File: src/verilog/ssadc_capture.sv
// Functional notes
// - One shared counter feeds four comparator captures converted together.
// - Auxiliary selector: 00 aux0, 01 aux1, 10 aux2, 11 reference calibration.
// - Ramp-start to crossing time becomes a 12-bit count per channel.
// - Each PWM cycle sync resets ramp and counter and starts conversion.
// - Ramp reset pulse width is programmable, held within 0.05 to 12.5 us.
// - Ramp current magnitude is software selectable in eight steps.
// - Rate bit 7 clear counts at half CPU rate, set at full rate.
// - Each result register captures the counter when its comparator trips.
// - Top count is min of 4095 and remaining window over counter tick.
// - Double update mode uses half the PWM period as conversion window.
// - A comparator that never trips leaves its result at zero.
// - Trim code 0x0 gives least ramp current, 0x7 the most, proportionally.
// - Current-sense sample-and-hold samples at the falling sync pulse edge.
`timescale 1ns/1ps
package ssadc_pkg;
	localparam int CNT_W = 12;
	localparam logic [11:0] CNT_TOP = 12'hFFF;
	localparam int NUM_CH = 4;
	localparam int MODE_W = 16;
	localparam int PER_W = 16;
	localparam int TRIM_W = 3;
	localparam int SW_W = 11;
	localparam int RATE_BIT = 7;
	localparam int MUX_LO_BIT = 0;
	localparam int MUX_HI_BIT = 1;
	localparam int CLK_NS = 10;
	localparam int SYNC_MIN_NS = 50;
	localparam int SYNC_MAX_NS = 12500;
	localparam logic [10:0] SYNC_MIN_CYC =
		11'((SYNC_MIN_NS + CLK_NS - 1) / CLK_NS);
	localparam logic [10:0] SYNC_MAX_CYC = 11'(SYNC_MAX_NS / CLK_NS);
	typedef enum logic [1:0] {
		SSADC_SEL_AUX0,
		SSADC_SEL_AUX1,
		SSADC_SEL_AUX2,
		SSADC_SEL_CAL
	} ssadc_sel_t;
	typedef enum logic [1:0] {
		SSADC_IDLE,
		SSADC_RAMP_RST,
		SSADC_CONVERT
	} ssadc_state_t;
endpackage

module ssadc_capture (
	input wire logic core_clk,
	input wire logic arst_n,
	input wire logic comp_raw,
	input wire logic clear,
	input wire logic arm,
	input wire logic [11:0] count,
	output logic [11:0] result,
	output logic tripped
);
	logic s1_ff;
	logic s2_ff;
	logic s3_ff;
	logic level_ff;
	logic done_ff;
	logic [11:0] res_ff;
	wire agree = (s2_ff == s3_ff);
	wire trip = agree && s2_ff && !level_ff;
	wire take = trip && arm && !done_ff && !clear;

	always_ff @(posedge core_clk or negedge arst_n) begin
		if (!arst_n) begin
			s1_ff <= 1'b0;
			s2_ff <= 1'b0;
			s3_ff <= 1'b0;
			level_ff <= 1'b0;
		end else begin
			s1_ff <= comp_raw;
			s2_ff <= s1_ff;
			s3_ff <= s2_ff;
			if (agree)
				level_ff <= s2_ff;
		end
	end

	// Only the first trip of a conversion counts, so comparator chatter
	// after the crossing cannot move the result.
	always_ff @(posedge core_clk or negedge arst_n) begin
		if (!arst_n) begin
			res_ff <= 12'h000;
			done_ff <= 1'b0;
		end else if (clear) begin
			res_ff <= 12'h000;
			done_ff <= 1'b0;
		end else if (take) begin
			res_ff <= count;
			done_ff <= 1'b1;
		end
	end

	assign result = res_ff;
	assign tripped = done_ff;

	chk_clear_zeroes: assert property (@(posedge core_clk) disable iff (!arst_n)
		clear |=> (result == 12'h000) && !tripped)
		else $error("result not cleared at conversion start");
	chk_trip_captures: assert property (@(posedge core_clk) disable iff (!arst_n)
		take |=> result == $past(count)
		##1 ($past(clear) || result == $past(count, 2)))
		else $error("result does not hold the count at the trip");
endmodule // ssadc_capture

File: src/verilog/ssadc_timer.sv
`timescale 1ns/1ps
module ssadc_timer (
	input wire logic core_clk,
	input wire logic arst_n,
	input wire logic sync_start,
	input wire logic [ssadc_pkg::SW_W-1:0] sync_width_setting,
	input wire logic [ssadc_pkg::PER_W-1:0] pwm_period,
	input wire logic double_update_mode,
	input wire logic [ssadc_pkg::MODE_W-1:0] mode_control_word,
	input wire logic [ssadc_pkg::TRIM_W-1:0] ramp_current_trim,
	input wire logic comp_first,
	input wire logic comp_second,
	input wire logic comp_third,
	input wire logic comp_auxiliary,
	output logic pwm_cycle_sync,
	output logic sample_hold_strobe,
	output logic aux_select_low,
	output logic aux_select_high,
	output logic [ssadc_pkg::TRIM_W-1:0] ramp_current,
	output logic [11:0] result_first,
	output logic [11:0] result_second,
	output logic [11:0] result_third,
	output logic [11:0] result_auxiliary,
	output logic [11:0] conv_count,
	output logic [11:0] max_count,
	output logic converting
);
	ssadc_pkg::ssadc_state_t state_ff;
	ssadc_pkg::ssadc_state_t nxt_state;
	logic [11:0] cnt_ff;
	logic [11:0] nxt_cnt;
	logic [10:0] width_cnt_ff;
	logic [10:0] nxt_width_cnt;
	logic div_ff;
	logic sync_ff;
	logic sh_ff;
	ssadc_pkg::ssadc_sel_t sel_ff;
	logic [ssadc_pkg::TRIM_W-1:0] trim_ff;
	logic [11:0] max_ff;

	// Clamp the programmed ramp reset width into the legal pulse range.
	wire [10:0] width_req = sync_width_setting;
	wire width_lo = width_req < ssadc_pkg::SYNC_MIN_CYC;
	wire width_hi = width_req > ssadc_pkg::SYNC_MAX_CYC;
	wire [10:0] width_use = width_lo ? ssadc_pkg::SYNC_MIN_CYC :
		(width_hi ? ssadc_pkg::SYNC_MAX_CYC : width_req);

	// Conversion window and the top count it allows.
	wire [15:0] window = double_update_mode ?
		{1'b0, pwm_period[15:1]} : pwm_period;
	wire [15:0] width_ext = {5'h00, width_use};
	wire [15:0] remain = (window > width_ext) ? window - width_ext : 16'h0000;
	wire rate_full = mode_control_word[ssadc_pkg::RATE_BIT];
	wire [15:0] ticks = rate_full ? remain : {1'b0, remain[15:1]};
	wire [15:0] top_ext = {4'h0, ssadc_pkg::CNT_TOP};
	wire [11:0] max_use = (ticks > top_ext) ?
		ssadc_pkg::CNT_TOP : ticks[11:0];

	// Half rate ticks every other cycle of the CPU clock.
	wire tick = rate_full || div_ff;
	wire in_conv = state_ff == ssadc_pkg::SSADC_CONVERT;
	wire in_rst = state_ff == ssadc_pkg::SSADC_RAMP_RST;
	wire at_top = cnt_ff >= max_ff;
	wire width_end = width_cnt_ff == 11'h001;
	wire conv_start = in_rst && width_end && !sync_start;

	wire [1:0] sel_bits = {mode_control_word[ssadc_pkg::MUX_HI_BIT],
		mode_control_word[ssadc_pkg::MUX_LO_BIT]};

	always_comb begin
		nxt_state = state_ff;
		nxt_cnt = cnt_ff;
		nxt_width_cnt = width_cnt_ff;
		if (sync_start) begin
			nxt_state = ssadc_pkg::SSADC_RAMP_RST;
			nxt_cnt = 12'h000;
			nxt_width_cnt = width_use;
		end else begin
			unique case (state_ff)
				ssadc_pkg::SSADC_IDLE: begin
					nxt_cnt = 12'h000;
				end
				ssadc_pkg::SSADC_RAMP_RST: begin
					nxt_cnt = 12'h000;
					nxt_width_cnt = width_cnt_ff - 11'h001;
					if (width_end)
						nxt_state = ssadc_pkg::SSADC_CONVERT;
				end
				ssadc_pkg::SSADC_CONVERT: begin
					if (tick && !at_top)
						nxt_cnt = cnt_ff + 12'h001;
					// At the top the count simply holds.
				end
				default: begin
					nxt_state = ssadc_pkg::SSADC_IDLE;
				end
			endcase
		end
	end

	always_ff @(posedge core_clk or negedge arst_n) begin
		if (!arst_n) begin
			state_ff <= ssadc_pkg::SSADC_IDLE;
			cnt_ff <= 12'h000;
			width_cnt_ff <= 11'h000;
		end else begin
			state_ff <= nxt_state;
			cnt_ff <= nxt_cnt;
			width_cnt_ff <= nxt_width_cnt;
		end
	end

	// The divider restarts with each sync so every conversion sees the
	// same tick phase; the first half-rate tick lands on the second cycle.
	always_ff @(posedge core_clk or negedge arst_n) begin
		if (!arst_n)
			div_ff <= 1'b0;
		else if (sync_start || !in_conv)
			div_ff <= 1'b0;
		else
			div_ff <= !div_ff;
	end

	// The top count is taken once per conversion so a period change in
	// mid-cycle cannot pull the limit below the running count.
	always_ff @(posedge core_clk or negedge arst_n) begin
		if (!arst_n)
			max_ff <= 12'h000;
		else if (sync_start)
			max_ff <= max_use;
	end

	always_ff @(posedge core_clk or negedge arst_n) begin
		if (!arst_n) begin
			sync_ff <= 1'b0;
			sh_ff <= 1'b0;
		end else begin
			sync_ff <= nxt_state == ssadc_pkg::SSADC_RAMP_RST;
			sh_ff <= conv_start;
		end
	end

	always_ff @(posedge core_clk or negedge arst_n) begin
		if (!arst_n) begin
			sel_ff <= ssadc_pkg::SSADC_SEL_AUX0;
			trim_ff <= '0;
		end else begin
			sel_ff <= ssadc_pkg::ssadc_sel_t'(sel_bits);
			trim_ff <= ramp_current_trim;
		end
	end

	// All four channels share one counter and the same clear.
	wire [3:0] comp_vec = {comp_auxiliary, comp_third, comp_second,
		comp_first};
	wire [11:0] res_vec [ssadc_pkg::NUM_CH];
	wire [3:0] trip_vec;

	genvar gi;
	generate
		for (gi = 0; gi < ssadc_pkg::NUM_CH; gi++) begin : g_ch
			ssadc_capture u_cap (
				.core_clk(core_clk),
				.arst_n(arst_n),
				.comp_raw(comp_vec[gi]),
				.clear(sync_start),
				.arm(in_conv),
				.count(cnt_ff),
				.result(res_vec[gi]),
				.tripped(trip_vec[gi])
			);
		end
	endgenerate

	assign result_first = res_vec[0];
	assign result_second = res_vec[1];
	assign result_third = res_vec[2];
	assign result_auxiliary = res_vec[3];
	assign pwm_cycle_sync = sync_ff;
	assign sample_hold_strobe = sh_ff;
	assign aux_select_low = sel_ff[ssadc_pkg::MUX_LO_BIT];
	assign aux_select_high = sel_ff[ssadc_pkg::MUX_HI_BIT];
	assign ramp_current = trim_ff;
	assign conv_count = cnt_ff;
	assign max_count = max_ff;
	assign converting = in_conv;

	chk_sync_clears_count: assert property (@(posedge core_clk) disable iff (!arst_n)
		sync_start |=> conv_count == 12'h000 && pwm_cycle_sync)
		else $error("sync did not restart the conversion");

	chk_pulse_least_width: assert property (@(posedge core_clk) disable iff (!arst_n)
		$rose(pwm_cycle_sync) |-> pwm_cycle_sync[*5])
		else $error("ramp reset pulse shorter than least width");

	chk_pulse_exact_width: assert property (@(posedge core_clk) disable iff (!arst_n)
		sync_start && sync_width_setting == 11'h008
		##1 (!sync_start && sync_width_setting == 11'h008)[*8]
		|-> pwm_cycle_sync ##1 !pwm_cycle_sync)
		else $error("ramp reset pulse width differs from setting");

	chk_count_limit: assert property (@(posedge core_clk) disable iff (!arst_n)
		conv_count <= max_count)
		else $error("count passed its top");

	chk_hold_at_top: assert property (@(posedge core_clk) disable iff (!arst_n)
		converting && conv_count == max_count && !sync_start
		|=> $stable(conv_count))
		else $error("count moved at its top");

	chk_full_rate: assert property (@(posedge core_clk) disable iff (!arst_n)
		converting && rate_full && conv_count < max_count && !sync_start
		|=> conv_count == $past(conv_count) + 12'h001)
		else $error("full rate count did not step");

	chk_half_rate: assert property (@(posedge core_clk) disable iff (!arst_n)
		(converting && !rate_full && conv_count < 12'h7FF
		&& 12'h002 <= max_count - conv_count && !sync_start)[*3]
		|-> conv_count == $past(conv_count, 2) + 12'h001)
		else $error("half rate count wrong over two cycles");

	chk_window_half: assert property (@(posedge core_clk) disable iff (!arst_n)
		sync_start && double_update_mode && rate_full
		&& pwm_period < 16'h1000 && pwm_period > 16'h0800
		&& width_ext < 16'h0400
		|=> max_count ==
		12'({1'b0, $past(pwm_period[15:1])} - $past(width_ext)))
		else $error("double update window not half period");

	chk_sample_edge: assert property (@(posedge core_clk) disable iff (!arst_n)
		$fell(pwm_cycle_sync) && converting |-> sample_hold_strobe)
		else $error("sample strobe missing at sync falling edge");

	chk_aux_select: assert property (@(posedge core_clk) disable iff (!arst_n)
		##1 {aux_select_high, aux_select_low} == $past(sel_bits))
		else $error("auxiliary selector does not follow mode bits");

	chk_trim_follow: assert property (@(posedge core_clk) disable iff (!arst_n)
		##1 ramp_current == $past(ramp_current_trim))
		else $error("ramp current code does not follow trim");

	cov_full_conversion: cover property (@(posedge core_clk)
		disable iff (!arst_n) sync_start ##[1:300] converting ##1 !sync_start);
	cov_reach_top: cover property (@(posedge core_clk)
		disable iff (!arst_n) converting && conv_count == max_count);
	cov_all_tripped: cover property (@(posedge core_clk)
		disable iff (!arst_n) converting && trip_vec == 4'hF);
	cov_cal_select: cover property (@(posedge core_clk)
		disable iff (!arst_n) sel_ff == ssadc_pkg::SSADC_SEL_CAL && converting);
endmodule // ssadc_timer
File: config.mk
export PLATFORM = sky130hd
export DESIGN_NAME = ssadc_timer
export DESIGN_NICKNAME = d
export VERILOG_FILES = /design/src/verilog/ssadc_capture.sv /design/src/verilog/ssadc_timer.sv
export SDC_FILE = /design/constraint.sdc
export NUM_CORES = 1
export LEC_CHECK = 0
export BUFFER_PORTS_ARGS = -buffer_cell sky130_fd_sc_hd__buf_2
export CAP_MARGIN = 20
export CORE_AREA = 8 8 99 146
export DETAILED_ROUTE_END_ITERATION = 16
export DIE_AREA = 0 0 107 154
export PLACE_DENSITY = 0.71
export SYNTH_ARGS = -nofsm -noshare
export SYNTH_HDL_FRONTEND = slang
export SYNTH_SLANG_ARGS = --single-unit
File: constraint.sdc
create_clock -name core_clk -period 2.9 [get_ports core_clk]
set_clock_uncertainty 0.15 [all_clocks]
set_input_delay 0.435 -clock core_clk [delete_from_list [all_inputs] [get_ports core_clk]]
set_output_delay 0.435 -clock core_clk [all_outputs]
set_load 0.005 [all_outputs]
* Word level (Yosys, flattened, before mapping)
Cells that the tools add are included.
Word-level totals: register bits 113, latch bits 0, RAM bits 0, memory bits (read-only) 0, bits of input ports 54, output and inout bits 80, logic and storage cells 128, memories kept 0
Operators by class: add/subtract/negate cells 3, multipliers 0, div/mod/pow operators 0, magnitude comparators 5, equal/unequal tests 9, shift-type cells 0, muxes and demuxes 31, bitwise logic cells 0, reduce and logical (&&, ||, !) cells 47
Operator list (count):
- $mux W12 | 11
- $mux W16 | 3
- $mux W11 | 4
- $pmux W12 S2 | 1
- $logic_and A1 B1 Y1 | 23
- $gt A16 B11 Y1 | 1
- $gt A16 B12 Y1 const B | 1
- $sub A16 B11 Y16 | 1
- $add A12 B1 Y12 const B | 1
- $ge A12 B12 Y1 | 1
- $logic_not A1 Y1 | 12
- $eq A11 B1 Y1 const B | 1
- $gt A11 B11 Y1 const B | 1
- $lt A11 B3 Y1 const B | 1
- $sub A11 B1 Y11 const B | 1
- $reduce_bool A2 Y1 | 5
- $mux W1 | 9
- $eq A1 B1 Y1 | 4
- $eq A2 B1 Y1 const B | 2
- $mux W2 | 2
- $pmux W2 S2 | 1
- $reduce_or A2 Y1 | 2
- $ne A3 B3 Y1 const B | 1
- $reduce_bool A3 Y1 | 1
- other kinds (4) | 5

* Depth between registers and ports, before layout
depth in word-level cells 8, gate-level depth with buffers 15, gate-level depth less buffers 14

* By module
Synthesis repeated with hierarchy kept, for this count alone.
Unflattened totals: cell total of the unflattened synthesis 553, area total of the unflattened synthesis 6014.5 µm²
Modules (own cells, without submodules):
- ssadc_timer | instances 1, cells an instance 401, area an instance 3537.1 µm², seq. area each 1126.1 µm²
- ssadc_capture | instances 4, cells an instance 38, area an instance 619.3 µm², seq. area each 425.4 µm²

* Worst setup path after synthesis
No wires, ideal clock.
path kind input port to flip-flop, from input port sync_width_setting[0] (netlist name), to register max_ff[11] (netlist: max_count[11]), setup time 0.135 ns, data arrival time 3.526 ns, required time 2.615 ns, slack -0.911 ns, stages on the path 15, buffers on the path 1, path through a2111oi_0 o21ai_0 nand2_1 a21o_1 ha_1 inv_1 fa_1 a21o_1 a221oi_2 and4b_4 o41ai_2 o22ai_1 nor4_2 buf_6 a311oi_4
On the way: cells in the longest elaborated chain, start to end 8, elaborated cells between the ends (all ways) 10, those cells by class add/sub: 1; order compare: 4; mux: 5
RTL lines:
- start, declared | line ssadc_timer.sv:6 | input wire logic [ssadc_pkg::SW_W-1:0] sync_width_setting,
- $gt A11 B11 Y1 | line ssadc_timer.sv:44 | wire width_hi = width_req > ssadc_pkg::SYNC_MAX_CYC;
- $mux W11 | line ssadc_timer.sv:46 | (width_hi ? ssadc_pkg::SYNC_MAX_CYC : width_req);
- $mux W11 (*) | line ssadc_timer.sv:45 | wire [10:0] width_use = width_lo ? ssadc_pkg::SYNC_MIN_CYC :
- $sub A16 B11 Y16 or $gt A16 B11 Y1 (tied branches) | line ssadc_timer.sv:52 | wire [15:0] remain = (window > width_ext) ? window - width_ext : 16'h0000;
- $mux W16 (*) | line ssadc_timer.sv:52
- $mux W16 (*) | line ssadc_timer.sv:54 | wire [15:0] ticks = rate_full ? remain : {1'b0, remain[15:1]};
- $gt A16 B12 Y1 | line ssadc_timer.sv:56 | wire [11:0] max_use = (ticks > top_ext) ?
- $mux W12 (*) | line ssadc_timer.sv:56
- end signal, assigned | line ssadc_timer.sv:130 | max_ff <= max_use;
- end, declared | line ssadc_timer.sv:39 | logic [11:0] max_ff;
Mark *: on every way between the ends. The rest lies on a longest branch, timed or not. A chain may end at the register's enable or synchronous reset.

* Worst setup path in the final report
Ends and elaborated chain as after synthesis.

==> reports/results.ini <==
[outcome]
status=complete, but fails checks
violations=setup timing

[synthesis]
synth-seq-area-share=0.469
ys_async_sr_fraction=1.00
synth_edf_count=0
ys_warn_count=0
ys.flop_type=dfrtp_1
netlist_area_mm2=0.00603
synthCells=583
syn_avg_cell_area_um2=10.3
syn_nets=668
synth_seq_cells=113
synth.distinct_cells=63

[timing]
worst_slew_pin_slew_ns=0.748
grt_setup_unrepaired=yes
period_share=1.25
drv_slew=0
worst_slack_ns=-0.733
period_needed_ns=3.63
slew_headroom=0.501
hold_viol=0
setup_viol=12
max_freq_mhz=275
tns_ns=-8.34
hold_slack_ns=0.202

[routing]
drtIter0Drc=175
via_count=5267
drc=0
wl_per_cell_um=18.0
firstDrtPassIters=4
routed_wl_um=17300
ant_nets=0
vias_per_cell=5.49

[finish]
utilization=0.673
antenna_cells=0
syn_to_final_growth_pct=37.5
seq_area_mm2=0.00283
multi_input_area_mm2=0.00314
drive_gt1_frac=0.360
fill_cells=986
finalNetCount=875

[floorplan]
die_w_um=107
ioPinCount=134
coreArea_mm2=0.0123
die-area_mm2=0.0165
initial_utilization=0.489
die-height_um=154
rows=50

[worst_hold_path]
hold_class=reg2reg
min_to=g_ch[0].u_cap.s2_ff
hold-path-cell-count=0
hp-start=g_ch[0].u_cap.s1_ff

[pwr]
p_per_area_mw_per_mm2=555
p_total_uw=4600
ir_drop_mv=0.302
p_leak_uw=0.00398

[setup_path]
cp-end-kind=flop
reg2reg_depth=9
r2r_setup_slack_ns=0.21
reg2reg_from=conv_count[0]
criticalPathCategory=in2reg
required_ns=3.05
crit_arrival_ns=3.79
crit_fanout=6
rr_endpoint=conv_count[7]
start_kind=input port

[clock_tree]
cts_buffer_depth=2
clockRootBuffer=clkbuf_16
cts_sinks=113
htree_levels=4
insertion_delay_ns=0.41
clkTransAtPathRegs_ns=0.05
cts_inserted_buffers=17
tritoncts=done

[global_route]
grt_max_degree=76
grt_pass1_wl_um=27900
gr-total-overflow=0
grt_pass1_vias=5668
antenna_found_initial=0
grt_usage=0.214

[job]
drv_cap=0

[placed_design]
gp_congestion=0.896
portBuffers=120
hpwl_um=12600

-- sequential cells by signal, summed over array words and instances (netlist names) --
| register | cells |
|---|---|
| g_ch.u_cap.result | 48 |
| conv_count | 12 |
| max_count | 12 |
| width_cnt_ff | 11 |
| g_ch.u_cap.level_ff | 4 |
| g_ch.u_cap.s1_ff | 4 |
| g_ch.u_cap.s2_ff | 4 |
| g_ch.u_cap.s3_ff | 4 |
| g_ch.u_cap.tripped | 4 |
| ramp_current | 3 |
| sel_ff | 2 |
| state_ff | 2 |
| div_ff | 1 |
| pwm_cycle_sync | 1 |
| sample_hold_strobe | 1 |
-- per-layer routing --
metal	routed length [µm]	share of wire	vias up	global-route usage
met1	6430	0.37	2576	0.213
li1	-	-	2496	-
met3	825	0.048	33	0.0485
met4	449	0.026	0	0.0963
met2	9550	0.55	162	0.403
met5	0	0	-	0
-- through the flow --
step | worst slack, ns | cell area (µm²) | std cells
final | -0.733 | 8290 | 959
after global routing | -0.807 | 8290 | 959
after CTS | -0.631 | 8210 | 956
after detailed placement | -1.29 | 7390 | 910
after global placement | -1.08 | 7390 | 910
after floorplan | -0.765 | 6060 | 583
-- area by class of cell --
type | count | share of cell area
multi-input cells | 418 | 0.379
repair buffers | 215 | 0.168
clock inverters | 12 | 0.0219
well taps | 156 | 0.0235
inverters | 25 | 0.0113
flip-flops and latches | 113 | 0.341
clock buffers | 20 | 0.0551
-- Yosys cell counts, types with 6 or more instances --
cell type	n	share of area
mux2i_1	53	0.088
clkbuf_1	18	0.011
nand2b_1	7	0.0073
nand3_1	6	0.0050
a21o_1	9	0.011
mux2_2	15	0.028
a211oi_2	9	0.019
buf_2	6	0.0050
nand4_1	6	0.0062
a21oi_1	26	0.022
xor2_1	10	0.015
nand2_1	32	0.020
o21ai_0	25	0.021
inv_1	25	0.016
dfrtp_1	113	0.47
or3_1	7	0.0073
nor2_1	90	0.056
xnor2_1	12	0.017
o21a_1	6	0.0075
ha_1	30	0.062
-- worst max path at each step --
stage | endpoint | slack (ns) | startpoint | depth (start not counted)
6_report | max_count[11] | -0.73 | sync_width_setting[0] | 17
5_1_grt | max_count[4] | -0.81 | sync_width_setting[0] | 17
4_1_cts | max_count[11] | -0.63 | sync_width_setting[0] | 17
3_5_place_dp | max_count[2] | -1.29 | sync_width_setting[10] | 15
3_3_place_gp | max_count[3] | -1.08 | sync_width_setting[0] | 16
2_1_floorplan | max_count[11] | -0.77 | sync_width_setting[0] | 15
-- critical path, cell delays in order --
cell and delay (ns):
buf_8 0.10, a2111oi_4 0.32, o21ai_1 0.12, nand2_1 0.10, a21o_1 0.17, ha_2 0.20, inv_2 0.04, fa_2 0.33
a21o_1 0.22, a221oi_2 0.31, and4b_4 0.26, or3_4 0.41, o22ai_4 0.22, nor4_4 0.05, buf_4 0.16, buf_4 0.14
a311oi_4 0.19
-- placed cells by master (no fill, tap or decap), drive strengths merged, types with 20 or more instances in the layout --
master,synthesis,routed
dfrtp,113,113
buf,9,205
inv,25,26
clkbuf,18,20
ha,30,30
nand2,32,32
o21ai,26,26
nor2,90,90
a21oi,26,26
mux2i,53,53
-- power by group --
| part | leakage [µW] | internal [µW] | switching [µW] | total [µW] |
|---|---|---|---|---|
| Clock | 0.000299 | 1480 | 715 | 2200 |
| Combinational | 0.00225 | 339 | 367 | 707 |
| Sequential | 0.00144 | 1640 | 53.7 | 1690 |
| Total | 0.00398 | 3460 | 1140 | 4600 |
-- kinds of logic (layout without fill, tap and decap cells) --
group           after synthesis  after routing  synth area share
flops                       113            113             0.469
simple gates                183            183             0.145
compound gates              114            114             0.138
fa+ha+maj                    31             31            0.0656
buf+inv                      52            272            0.0349
mux                          68             68             0.116
xor+xnor                     22             22            0.0319
-- timing repair --
| item | 4_1_cts | 5_1_grt |
|---|---|---|
| setup buffers | 4 | 4 |
| gates resized for setup | 8 | 11 |
| pin swaps | 7 | 9 |
| endpoints found under the setup margin | 12 | 13 |
| endpoints found under the hold margin | 62 | 0 |
| hold buffers | 10 | 0 |
Power figures use the tool's default switching activity.
